`config.mk`:
```
export PLATFORM = sky130hd
export DESIGN_NAME = lcdw_ctrl
export DESIGN_NICKNAME = d
export VERILOG_FILES = /design/src/lcdw_ctrl.v
export VERILOG_INCLUDE_DIRS = /design/src
export SDC_FILE = /design/constraint.sdc
export NUM_CORES = 1
export LEC_CHECK = 0
export ABC_AREA = 1
export BUFFER_PORTS_ARGS = -buffer_cell sky130_fd_sc_hd__buf_2
export CAP_MARGIN = 5
export CORE_MARGIN = 2
export CORE_UTILIZATION = 35
export DETAILED_ROUTE_END_ITERATION = 10
export HOLD_SLACK_MARGIN = 0.1
export PLACE_DENSITY = 0.58
export SLEW_MARGIN = 20
export SYNTH_ARGS = -nofsm -noshare
export SYNTH_HDL_FRONTEND = slang
export SYNTH_SLANG_ARGS = --single-unit
```
`constraint.sdc`:
```
create_clock -name mclk -period 4.4 [get_ports mclk]
set_input_delay 0.88 -clock mclk [delete_from_list [all_inputs] [get_ports mclk]]
set_output_delay 0.88 -clock mclk [all_outputs]
set_load 0.005 [all_outputs]
```
`src/lcdw_defs.vh`:
```
// Purpose: shared constants of the segment lcd waveform controller
// Assumes: included once per compile unit
// Notes:   register addresses are byte-wide word indices on the plain port
`ifndef LCDW_DEFS_VH
`define LCDW_DEFS_VH

// ----------------------------------------------------------------
// register map
// ----------------------------------------------------------------
`define LCDW_ADDR_W        6
`define LCDW_SEG_BASE      6'h00
`define LCDW_SEG_LAST      6'h0f
`define LCDW_SEL_ADDR      6'h10
`define LCDW_CTRL_ADDR     6'h11
`define LCDW_FRAME_ADDR    6'h12
`define LCDW_BIAS_ADDR     6'h13
`define LCDW_PULL_BASE     6'h14
`define LCDW_DIR_BASE      6'h18
`define LCDW_OUT_BASE      6'h1c
`define LCDW_IN_BASE       6'h20
`define LCDW_IN_LAST       6'h23

// ----------------------------------------------------------------
// fields and reset values
// ----------------------------------------------------------------
`define LCDW_CTRL_MUX      1:0
`define LCDW_CTRL_SLEEP    2
`define LCDW_FR_FREQ       1:0
`define LCDW_FR_DIV        7:5
`define LCDW_BG_REF        0
`define LCDW_BG_STDB       1
`define LCDW_BG_MODE       2
`define LCDW_BG_OFF        3
`define LCDW_BG_CLK        5:4
`define LCDW_SEL_RST       8'h00
`define LCDW_CTRL_RST      8'h00
`define LCDW_FRAME_RST     8'h00
`define LCDW_BIAS_RST      8'h28
`define LCDW_ALL_LCD       8'hff

// ----------------------------------------------------------------
// multiplexing codes and drive levels
// ----------------------------------------------------------------
`define LCDW_MUX_DD        2'h0
`define LCDW_MUX_2         2'h1
`define LCDW_MUX_3         2'h2
`define LCDW_MUX_4         2'h3
`define LCDW_V0            2'h0
`define LCDW_V1            2'h1
`define LCDW_V2            2'h2
`define LCDW_V3            2'h3
`define LCDW_LAST_REG      4'hf

`endif

```
`src/lcdw_ctrl.v`:
```
// Purpose: segment lcd waveform controller (lcd mode), frame timing and bias control bits
// Assumes: src_tick and pump_tick are one-cycle pulses from the clock block
// Notes:   pad levels are 2-bit codes selecting rail V0..V3; analog is outside
//
// Our own choices: the address map and the plain strobed port.
`timescale 1ns/10ps
`include "lcdw_defs.vh"

module lcdw_ctrl (
  input  wire                     mclk,
  input  wire                     sys_rst,
  input  wire                     clk_en,
  input  wire [`LCDW_ADDR_W-1:0]  reg_addr,
  input  wire [7:0]               reg_wdata,
  input  wire                     reg_wr,
  input  wire                     reg_rd,
  output reg  [7:0]               reg_rdata,
  input  wire [3:0]               src_tick,
  input  wire [3:0]               pump_tick,
  input  wire [31:0]              port_pin_in,
  output reg  [63:0]              pad_level,
  output reg  [31:0]              pad_lcd_en,
  output reg  [1:0]               common_pin_zero,
  output reg  [1:0]               common_pin_one,
  output reg                      waveform_active,
  output reg                      frame_start,
  output reg                      pump_strobe,
  output reg                      bias_gen_run,
  output reg                      bias_gen_discharge,
  output reg                      bias_ratio_half,
  output reg                      internal_ref_sel
);

  // ----------------------------------------------------------------
  // functions
  // ----------------------------------------------------------------
  // nibble mask of used bits for a mux code
  function [3:0] nib_mask;
    input [1:0] mux;
    begin
      case (mux)
        `LCDW_MUX_DD: nib_mask = 4'h1;
        `LCDW_MUX_2:  nib_mask = 4'h3;
        `LCDW_MUX_3:  nib_mask = 4'h7;
        default:      nib_mask = 4'hf;
      endcase
    end
  endfunction

  // byte mask of a data register; register 15 loses pads used as commons
  function [7:0] reg_mask;
    input [1:0] mux;
    input [3:0] idx;
    begin
      reg_mask = {nib_mask(mux), nib_mask(mux)};
      if (idx == `LCDW_LAST_REG && mux == `LCDW_MUX_3)
        reg_mask = {4'h0, nib_mask(mux)};
      if (idx == `LCDW_LAST_REG && mux == `LCDW_MUX_4)
        reg_mask = 8'h00;
    end
  endfunction

  // ----------------------------------------------------------------
  // registers
  // ----------------------------------------------------------------
  reg [7:0] seg_pend_r [0:15];
  reg [7:0] seg_act_r  [0:15];
  reg [7:0] port_pull_r [0:3];
  reg [7:0] port_dir_r  [0:3];
  reg [7:0] port_out_r  [0:3];
  reg [7:0] pin_function_select_reg;
  reg [7:0] driver_control_reg;
  reg [7:0] frame_clock_reg;
  reg [7:0] bias_gen_config_reg;
  reg [2:0] div_cnt_r;
  reg [2:0] phase_r;
  reg       running_r;
  reg [7:0] rdata_nxt;
  integer   i;
  integer   p;
  integer   q;

  wire [1:0] mux_scheme_sel  = driver_control_reg[`LCDW_CTRL_MUX];
  wire       waveform_sleep  = driver_control_reg[`LCDW_CTRL_SLEEP];
  wire [1:0] source_freq_sel = frame_clock_reg[`LCDW_FR_FREQ];
  wire [2:0] frame_div_sel   = frame_clock_reg[`LCDW_FR_DIV];
  wire       bias_gen_shutdown = bias_gen_config_reg[`LCDW_BG_OFF];
  wire       bias_gen_standby  = bias_gen_config_reg[`LCDW_BG_STDB];
  wire       lcd_mode  = (pin_function_select_reg == `LCDW_ALL_LCD);
  wire       port_wr_ok = reg_wr & ~lcd_mode;
  wire [3:0] reg_idx   = reg_addr[3:0];
  wire [1:0] port_idx  = reg_addr[1:0];

  // ----------------------------------------------------------------
  // frame timing
  // ----------------------------------------------------------------
  // one phase per (div+1) source ticks; two phases per common for dc balance
  wire       src_sel   = src_tick[source_freq_sel];
  wire       phase_tk  = src_sel & (div_cnt_r == frame_div_sel);
  wire [2:0] last_ph   = {mux_scheme_sel, 1'b1};
  wire       frame_end = running_r & phase_tk & (phase_r == last_ph);
  // start from stop: sleep cleared, resume on the next phase boundary
  wire       restart   = ~running_r & ~waveform_sleep & phase_tk;
  wire       load_act  = frame_end | restart;

  always @(posedge mclk) begin
    if (sys_rst) begin
      div_cnt_r <= 3'h0;
      phase_r   <= 3'h0;
      running_r <= 1'b0;
    end else if (clk_en) begin
      if (src_sel)
        div_cnt_r <= phase_tk ? 3'h0 : div_cnt_r + 3'h1;
      if (frame_end) begin
        phase_r   <= 3'h0;
        running_r <= ~waveform_sleep;
      end else if (restart) begin
        phase_r   <= 3'h0;
        running_r <= 1'b1;
      end else if (running_r && phase_tk) begin
        phase_r   <= phase_r + 3'h1;
      end
    end
  end

  // ----------------------------------------------------------------
  // register writes
  // ----------------------------------------------------------------
  always @(posedge mclk) begin
    if (sys_rst) begin
      pin_function_select_reg <= `LCDW_SEL_RST;
      driver_control_reg      <= `LCDW_CTRL_RST;
      frame_clock_reg         <= `LCDW_FRAME_RST;
      bias_gen_config_reg     <= `LCDW_BIAS_RST;
      for (i = 0; i < 16; i = i + 1) begin
        seg_pend_r[i] <= 8'h00;
        seg_act_r[i]  <= 8'h00;
      end
      for (i = 0; i < 4; i = i + 1) begin
        port_pull_r[i] <= 8'h00;
        port_dir_r[i]  <= 8'h00;
        port_out_r[i]  <= 8'h00;
      end
    end else if (clk_en) begin
      // pending copy accepted in any state, sleep included
      if (reg_wr && reg_addr <= `LCDW_SEG_LAST)
        seg_pend_r[reg_idx] <= reg_wdata;
      if (reg_wr && reg_addr == `LCDW_SEL_ADDR)
        pin_function_select_reg <= reg_wdata;
      if (reg_wr && reg_addr == `LCDW_CTRL_ADDR)
        driver_control_reg <= reg_wdata;
      if (reg_wr && reg_addr == `LCDW_FRAME_ADDR)
        frame_clock_reg <= reg_wdata;
      if (reg_wr && reg_addr == `LCDW_BIAS_ADDR)
        bias_gen_config_reg <= reg_wdata;
      if (port_wr_ok && reg_addr[5:2] == `LCDW_PULL_BASE >> 2)
        port_pull_r[port_idx] <= reg_wdata;
      if (port_wr_ok && reg_addr[5:2] == `LCDW_DIR_BASE >> 2)
        port_dir_r[port_idx] <= reg_wdata;
      if (port_wr_ok && reg_addr[5:2] == `LCDW_OUT_BASE >> 2)
        port_out_r[port_idx] <= reg_wdata;
      // a write in the load cycle is not lost: it lands in the active copy too
      if (load_act) begin
        for (i = 0; i < 16; i = i + 1)
          seg_act_r[i] <= (reg_wr && reg_addr == i) ? reg_wdata : seg_pend_r[i];
      end
    end
  end

  // ----------------------------------------------------------------
  // register reads
  // ----------------------------------------------------------------
  always @* begin
    rdata_nxt = 8'h00;
    if (reg_addr <= `LCDW_SEG_LAST)
      rdata_nxt = seg_act_r[reg_idx] & reg_mask(mux_scheme_sel, reg_idx);
    else if (reg_addr == `LCDW_SEL_ADDR)
      rdata_nxt = pin_function_select_reg;
    else if (reg_addr == `LCDW_CTRL_ADDR)
      rdata_nxt = {5'h00, driver_control_reg[2:0]};
    else if (reg_addr == `LCDW_FRAME_ADDR)
      rdata_nxt = {frame_clock_reg[7:5], 3'h0, frame_clock_reg[1:0]};
    else if (reg_addr == `LCDW_BIAS_ADDR)
      rdata_nxt = {2'h0, bias_gen_config_reg[5:0]};
    else if (!lcd_mode && reg_addr[5:2] == `LCDW_PULL_BASE >> 2)
      rdata_nxt = port_pull_r[port_idx];
    else if (!lcd_mode && reg_addr[5:2] == `LCDW_DIR_BASE >> 2)
      rdata_nxt = port_dir_r[port_idx];
    else if (!lcd_mode && reg_addr[5:2] == `LCDW_OUT_BASE >> 2)
      rdata_nxt = port_out_r[port_idx];
    else if (!lcd_mode && reg_addr >= `LCDW_IN_BASE && reg_addr <= `LCDW_IN_LAST)
      rdata_nxt = port_pin_in[port_idx*8 +: 8];
  end

  always @(posedge mclk) begin
    if (sys_rst)
      reg_rdata <= 8'h00;
    else if (clk_en && reg_rd)
      reg_rdata <= rdata_nxt;
  end

  // ----------------------------------------------------------------
  // waveform levels
  // ----------------------------------------------------------------
  // phase_r[0] is polarity, phase_r[2:1] the active common
  reg  [1:0] sel_com;
  reg  [1:0] nsel_com;
  reg  [1:0] seg_on;
  reg  [1:0] seg_off;
  reg  [63:0] level_nxt;
  reg  [3:0]  nib;
  reg  [1:0]  com_idx;
  reg         pol;
  reg         is_com;

  always @* begin
    pol      = phase_r[0];
    com_idx  = phase_r[2:1];
    sel_com  = pol ? `LCDW_V0 : `LCDW_V3;
    seg_on   = pol ? `LCDW_V3 : `LCDW_V0;
    // direct drive has no middle rails; 1:2 uses V2 only as its middle
    case (mux_scheme_sel)
      `LCDW_MUX_DD: begin
        nsel_com = sel_com;
        seg_off  = sel_com;
      end
      `LCDW_MUX_2: begin
        nsel_com = `LCDW_V2;
        seg_off  = `LCDW_V2;
      end
      default: begin
        nsel_com = pol ? `LCDW_V2 : `LCDW_V1;
        seg_off  = pol ? `LCDW_V1 : `LCDW_V2;
      end
    endcase
    level_nxt = 64'h0;
    nib       = 4'h0;
    is_com    = 1'b0;
    for (p = 0; p < 32; p = p + 1) begin
      nib    = p[0] ? seg_act_r[p >> 1][7:4] : seg_act_r[p >> 1][3:0];
      nib    = nib & nib_mask(mux_scheme_sel);
      is_com = (p == 31 && mux_scheme_sel >= `LCDW_MUX_3) ||
               (p == 30 && mux_scheme_sel == `LCDW_MUX_4);
      if (!running_r)
        level_nxt[p*2 +: 2] = `LCDW_V0;
      else if (is_com)
        level_nxt[p*2 +: 2] = (com_idx == ((p == 31) ? 2'h2 : 2'h3)) ?
                              sel_com : nsel_com;
      else
        level_nxt[p*2 +: 2] = nib[com_idx] ? seg_on : seg_off;
    end
  end

  // ----------------------------------------------------------------
  // outputs
  // ----------------------------------------------------------------
  always @(posedge mclk) begin
    if (sys_rst) begin
      pad_level          <= 64'h0;
      pad_lcd_en         <= 32'h0;
      common_pin_zero    <= `LCDW_V0;
      common_pin_one     <= `LCDW_V0;
      waveform_active    <= 1'b0;
      frame_start        <= 1'b0;
      pump_strobe        <= 1'b0;
      bias_gen_run       <= 1'b0;
      bias_gen_discharge <= 1'b0;
      bias_ratio_half    <= 1'b0;
      internal_ref_sel   <= 1'b0;
    end else if (clk_en) begin
      pad_level <= level_nxt;
      for (q = 0; q < 8; q = q + 1)
        pad_lcd_en[q*4 +: 4] <= {4{pin_function_select_reg[q]}};
      common_pin_zero <= !running_r ? `LCDW_V0 :
                         (com_idx == 2'h0) ? sel_com : nsel_com;
      common_pin_one  <= (!running_r || mux_scheme_sel == `LCDW_MUX_DD) ? `LCDW_V0 :
                         (com_idx == 2'h1) ? sel_com : nsel_com;
      waveform_active <= running_r;
      // a frame that ends into sleep starts nothing, so no pulse then
      frame_start     <= (frame_end & ~waveform_sleep) | restart;
      bias_gen_run    <= ~bias_gen_shutdown & ~bias_gen_standby;
      // standby clears bias_gen_run and blocks the pump strobe, rails are not discharged
      pump_strobe     <= pump_tick[bias_gen_config_reg[`LCDW_BG_CLK]] &
                         ~bias_gen_shutdown & ~bias_gen_standby;
      bias_gen_discharge <= bias_gen_shutdown;
      bias_ratio_half  <= bias_gen_config_reg[`LCDW_BG_MODE] & ~bias_gen_shutdown;
      internal_ref_sel <= bias_gen_config_reg[`LCDW_BG_REF] & ~bias_gen_shutdown;
    end
  end

endmodule // lcdw_ctrl

```
== Word level (Yosys, flattened, before mapping) ==
Memory sizes are Yosys's and may differ from the RTL's.
Index checks and enable logic that the tools add are counted.

* Register bits after elaboration: 144
* Bits in writable memories: 352
* Word-level logic and storage cells: 417
* Memories: 5

* Add/sub/neg operators: 2
* $lt $le $gt $ge: 7
* Eq/ne operators: 32
* Shift-type cells: 1
* Mux-type cells: 231
* Bitwise operators: 68
* Reduce and logical (&&, ||, !) cells: 52

{| class="wikitable"
|+ Memory list
! memory !! depth !! bits a word !! read ports !! clocked after Yosys merged registers in !! wr ports !! RTL line !! RTL
|-
| seg_act_r || 16 || 8 || 17 || 0 || 16 || lcdw_ctrl.v:67 || <nowiki>reg [7:0] seg_act_r [0:15];</nowiki>
|-
| seg_pend_r || 16 || 8 || 16 || 0 || 16 || lcdw_ctrl.v:66 || <nowiki>reg [7:0] seg_pend_r [0:15];</nowiki>
|-
| port_dir_r || 4 || 8 || 1 || 0 || 4 || lcdw_ctrl.v:69 || <nowiki>reg [7:0] port_dir_r [0:3];</nowiki>
|-
| port_out_r || 4 || 8 || 1 || 0 || 4 || lcdw_ctrl.v:70 || <nowiki>reg [7:0] port_out_r [0:3];</nowiki>
|-
| port_pull_r || 4 || 8 || 1 || 0 || 4 || lcdw_ctrl.v:68 || <nowiki>reg [7:0] port_pull_r [0:3];</nowiki>
|}

{| class="wikitable"
|+ Operator list
! cell !! number
|-
| 2-to-1 mux 8 bit || 48
|-
| 2-to-1 mux 2 bit || 79
|-
| AND 4 bit || 32
|-
| binary-select mux 1 bit (select 2 bit) || 34
|-
| 2-to-1 mux 1 bit || 62
|-
| equality test 6 x 4 -> 1 bit, second input constant || 8
|-
| logical AND 1 bit || 33
|-
| OR reduction 8 bit || 4
|-
| variable part select 32 x 6 -> 8 bit || 1
|-
| equality test 6 x 3 -> 1 bit, second input constant || 4
|-
| equality test 6 x 5 -> 1 bit, second input constant || 4
|-
| OR 1 bit || 18
|-
| AND reduction 2 bit || 7
|-
| AND 1 bit || 12
|-
| equality test 4 x 3 -> 1 bit, second input constant || 3
|-
| equality test 6 x 2 -> 1 bit, second input constant || 2
|-
| 2-to-1 mux 3 bit || 4
|-
| one-hot mux 4 bit (3 select lines) || 1
|-
| < comparator 2 x 3 -> 1 bit, second input constant || 3
|-
| AND 8 bit || 1
|-
| equality test 2 bit, second input constant || 4
|-
| equality test 8 bit, second input constant || 1
|-
| one-hot mux 2 bit (2 select lines) || 2
|-
| adder 3 x 1 -> 3 bit, second input constant || 2
|-
| 16 further kinds || 24
|}

== Depth between registers and ports, before layout ==
* Depth in word-level cells: 13
* Gate-level depth with buffers: 15
* Depth with buffers taken out: 14

== Worst setup path before layout ==
Ideal clock, no wire load.

* Path type: in2reg
* Start: in src_tick[1]
* End: mem seg_act_r[0][0], enable pin
* Library setup time: 482 ps
* Arrival: 4175 ps
* Required time: 3918 ps
* Setup slack: -257 ps
* Stages on the path: 10
* Path buffers: 0
* Path through: nand2_1 nand3_1 nand2_1 nor2_1 nand2_1 nor2_2 nor2_1 nor2_2 nor2_1 inv_1

{| class="wikitable"
|+ RTL lines
! what !! RTL line !! RTL
|-
| start: declaration || lcdw_ctrl.v:18 || <nowiki>input wire [3:0] src_tick,</nowiki>
|-
| end: declaration || lcdw_ctrl.v:67 ||
|}

==> out/results.md <==
Floorplanning
- **die width** 258 µm
- **die footprint** 0.0663 mm²
- **Initial Utilization** 0.355
- **Vert. Die Dim** 258 µm
- **I/O pin total** 174
- **Row Count** 92
- **floorplan core area** 0.0633 mm²

STA
- **Setup TNS** 0 ps
- **portion of the clock cycle consumed by the worst path in the final layout** 0.711
- **worst clock skew** 37.8 ps
- **worst slew pin tran** 1010 ps
- **final count of negative-setup-slack endpoints** 0
- **Pins Over Slew Limit** 0
- **final worst path period need** 3130 ps
- **RSZ-0062 raised after global routing** false
- **Final Hold Viols** 0
- **fmax** 320 MHz
- **final setup margin** 1270 ps
- **Rel. slew slack** 0.327

Yosys
- **number of different library cells in the post-synthesis netlist** 48
- **area of the mapped netlist** 0.0225 mm²
- **synthesized instance count** 2,463
- **Yosys reg bits** 472
- **net count of the mapped netlist** 2,524
- **Main synth FF type** sky130_fd_sc_hd__edfxtp_1
- **portion of the post-synthesis area used by sequential elements** 0.576
- **fraction of registers with async set or reset after synthesis** 0
- **EDFF count, synth** 352
- **number of warnings printed during yosys synthesis** 0
- **Avg Inst Size Synth** 9.14 µm²

Clock network
- **root cell of the clock tree** sky130_fd_sc_hd__clkbuf_16
- **CTS Sinks** 472
- **clock-pin transition on the worst setup and hold timing paths** 60 ps
- **CTS Buf Count** 49
- **CTS tree** built
- **number of instances resized during post-cts repair** 0
- **# hold bufs at CTS** 0
- **buffer levels on the longest clock path** 3
- **total number of H-tree levels** 2
- **clock latency on the worst-skew pair** 600 ps
- **post-CTS setup buffer count** 0

Cells and area
- **largest registers in the final layout** seg_act_r: 128 flops, seg_pend_r: 128 flops, pad_level: 64 flops
- **layout net count** 2,631
- **antenna cells** 0
- **layout-stage area growth over the synthesis result** 14.5%
- **number of filler instances in the final layout** 6,228
- **ratio of cells with drive above 1 in the final layout** 0.177
- **post-route standard cell area excluding fillers** 0.0258 mm²

Min path
- **min-delay src** pad_level[40]
- **worst min-delay path class** flop to flop
- **worst hold endpoint** pad_level[40]
- **hold-critical path depth** 2

Power and ir drop
- **worst supply voltage drop on vdd** 0.242 mV
- **total power per unit cell area** 408 mW/mm²
- **Pleak** 0.00997 µW

Placement
- **placed cell areas** 0.0241 mm²
- **placed wire-length estimate** 53,700 µm
- **Port Buf Inserts** 173
- **post-placement worst setup slack** 922 ps
- **final weighted congestion in routability-driven placement** 0.997

Worst setup path
- **register-to-register path setup slack** 1270 ps
- **capture instance of the worst register-to-register path** seg_act_r[9][3]
- **WP data required** 4720 ps
- **CP max FO** 26
- **WS Path Type** flop to flop
- **R2R cell count** 12
- **startpoint of the worst register-to-register path** frame_clock_reg[0]
- **Data arrival, critical path** 3450 ps
- **critical path capture point type** flop
- **element type at the critical path start** flop

Detailed routing
- **remaining design rule violation count** 0
- **Iter 0 DRT Violations** 2,054
- **average routed wire per standard cell** 22.1 µm
- **Detailed Route WL** 76,200 µm
- **post-DR vias/cell** 5.43
- **post-route ant nets** 0
- **total via count after detailed routing** 18,768
- **Pre-antenna DRT Iters** 5

Status
- **result of the run** finished, final reports clean

GRT
- **global-route wire length before repair** 113,000 µm
- **total global-route track usage** 0.224
- **vias in the first global route** 17,859
- **Overflow after GRT** 0
- **pin count of the biggest net entering global routing** 116
- **number of antenna violations at the first check in global routing** 1

Run
- **number of max-cap violations** 0

## synthesized netlist by cell type (31+ instances only)
library cell                 n  area share
sky130_fd_sc_hd__o211ai_1   57       0.019
sky130_fd_sc_hd__a21oi_2    80       0.031
sky130_fd_sc_hd__nand2_1   532       0.089
sky130_fd_sc_hd__nor2_1    370       0.062
sky130_fd_sc_hd__dfxtp_1   120        0.11
sky130_fd_sc_hd__a21oi_1   160       0.036
sky130_fd_sc_hd__buf_4      31       0.010
sky130_fd_sc_hd__o22ai_1    54       0.015
sky130_fd_sc_hd__buf_2      45       0.010
sky130_fd_sc_hd__edfxtp_1  352        0.47
sky130_fd_sc_hd__clkbuf_1   82       0.014
sky130_fd_sc_hd__o21ai_0   153       0.034
sky130_fd_sc_hd__a22oi_1    40       0.013
sky130_fd_sc_hd__nand3_1   120       0.027
sky130_fd_sc_hd__inv_1     127       0.021
## worst max-delay path by stage
stage | start | endpoint | slack, ps
3_3_place_gp | src_tick[1] | seg_act_r[0][6] | 920
2_1_floorplan | src_tick[1] | seg_act_r[0][0] | 300
3_5_place_dp | src_tick[1] | seg_act_r[8][5] | 920
4_1_cts | frame_clock_reg[0] | seg_act_r[8][0] | 1310
5_1_grt | frame_clock_reg[0] | seg_act_r[8][0] | 1090
6_report | frame_clock_reg[0] | seg_act_r[9][3] | 1270
## per-layer routing
metal | vias up | track usage | part of all wire
met4 | 2 | 0.0873 | 0.039
met5 | - | 0 | 0.00021
li1 | 8668 | - | -
met2 | 910 | 0.360 | 0.46
met1 | 9031 | 0.300 | 0.42
met3 | 157 | 0.0432 | 0.082
## cell families (layout without fill, tap and decap cells)
logic type                 count (synthesis)  count (layout)  share of synthesized area
AOI/OAI and AO/OA                        571             571                      0.159
buffers and inverters                    328             474                     0.0652
xor gates and xnor gates                   5               5                    0.00195
adders and majority gates                  2               2                    0.00111
DFF                                      472             472                      0.576
and+or+nand+nor                         1085            1085                      0.197
## power by group
part,internal (µW),switching (µW)
Sequential,5010,121
Combinational,259,745
Clock,2560,1820
## stage by stage
step	hold WS, ps	power [µW]	utilization	cells
floorplan	449	5780	-	2463
global placement	452	6200	0.380	3365
detailed placement	454	6200	0.380	3365
CTS	463	10500	0.407	3455
global route	480	10800	0.407	3455
finish	463	10500	0.407	3455
## placed cells by master (no fill, tap or decap), types with 2 or more instances in the layout
master,synthesis,final
sky130_fd_sc_hd__nor3_1,6,6
sky130_fd_sc_hd__clkbuf_16,0,55
sky130_fd_sc_hd__o31ai_2,0,3
sky130_fd_sc_hd__clkinv_2,0,7
sky130_fd_sc_hd__inv_4,1,2
sky130_fd_sc_hd__edfxtp_1,352,352
sky130_fd_sc_hd__nor2_4,5,5
sky130_fd_sc_hd__a31oi_1,2,2
sky130_fd_sc_hd__clkbuf_8,0,4
sky130_fd_sc_hd__o221ai_1,5,5
sky130_fd_sc_hd__a21oi_1,160,160
sky130_fd_sc_hd__nand4_1,19,19
sky130_fd_sc_hd__buf_12,0,6
sky130_fd_sc_hd__clkbuf_1,82,4
sky130_fd_sc_hd__a21oi_2,80,80
sky130_fd_sc_hd__clkinvlp_4,0,4
sky130_fd_sc_hd__bufinv_16,0,4
sky130_fd_sc_hd__nand3_1,120,120
sky130_fd_sc_hd__o22ai_1,54,54
sky130_fd_sc_hd__nor2_1,370,368
sky130_fd_sc_hd__xnor2_1,3,3
sky130_fd_sc_hd__o21ai_0,153,153
sky130_fd_sc_hd__inv_1,127,124
sky130_fd_sc_hd__o211ai_1,57,57
sky130_fd_sc_hd__o2111ai_1,2,2
sky130_fd_sc_hd__nand2_2,8,8
sky130_fd_sc_hd__buf_4,31,51
sky130_fd_sc_hd__nor2_2,17,19
sky130_fd_sc_hd__inv_2,19,24
sky130_fd_sc_hd__clkinv_4,0,4
sky130_fd_sc_hd__xor2_1,2,2
sky130_fd_sc_hd__clkinv_1,7,11
sky130_fd_sc_hd__a22oi_1,40,40
sky130_fd_sc_hd__dfxtp_1,120,120
sky130_fd_sc_hd__o21ai_1,5,5
sky130_fd_sc_hd__buf_2,45,173
sky130_fd_sc_hd__nand2_1,532,532
sky130_fd_sc_hd__o221ai_2,4,4
sky130_fd_sc_hd__ha_1,2,2
## area by class of cell
| cell class | instances | area [µm²] | share of cell area |
|---|---|---|---|
| flip-flops and latches | 472 | 13000 | 0.503 |
| repair buffers | 230 | 1370 | 0.0531 |
| clock buffers | 63 | 1450 | 0.0561 |
| multi-input cells | 1663 | 8080 | 0.314 |
| clock inverters | 27 | 262 | 0.0101 |
| inverters | 154 | 584 | 0.0227 |
| well taps | 846 | 1060 | 0.0411 |
## worst max-delay path: stages (launching register included)
cell and delay (ps):
sky130_fd_sc_hd__dfxtp_1 400, sky130_fd_sc_hd__inv_1 150, sky130_fd_sc_hd__nand2_1 90, sky130_fd_sc_hd__nand3_1 60, sky130_fd_sc_hd__nand2_1 160, sky130_fd_sc_hd__nor2_1 100, sky130_fd_sc_hd__nand2_1 120, sky130_fd_sc_hd__nor2_2 60
sky130_fd_sc_hd__nor2_1 140, sky130_fd_sc_hd__nor2_2 70, sky130_fd_sc_hd__nor2_1 280, sky130_fd_sc_hd__clkinvlp_4 730, sky130_fd_sc_hd__buf_4 470
No activity file was read; power rests on OpenSTA's default activity.
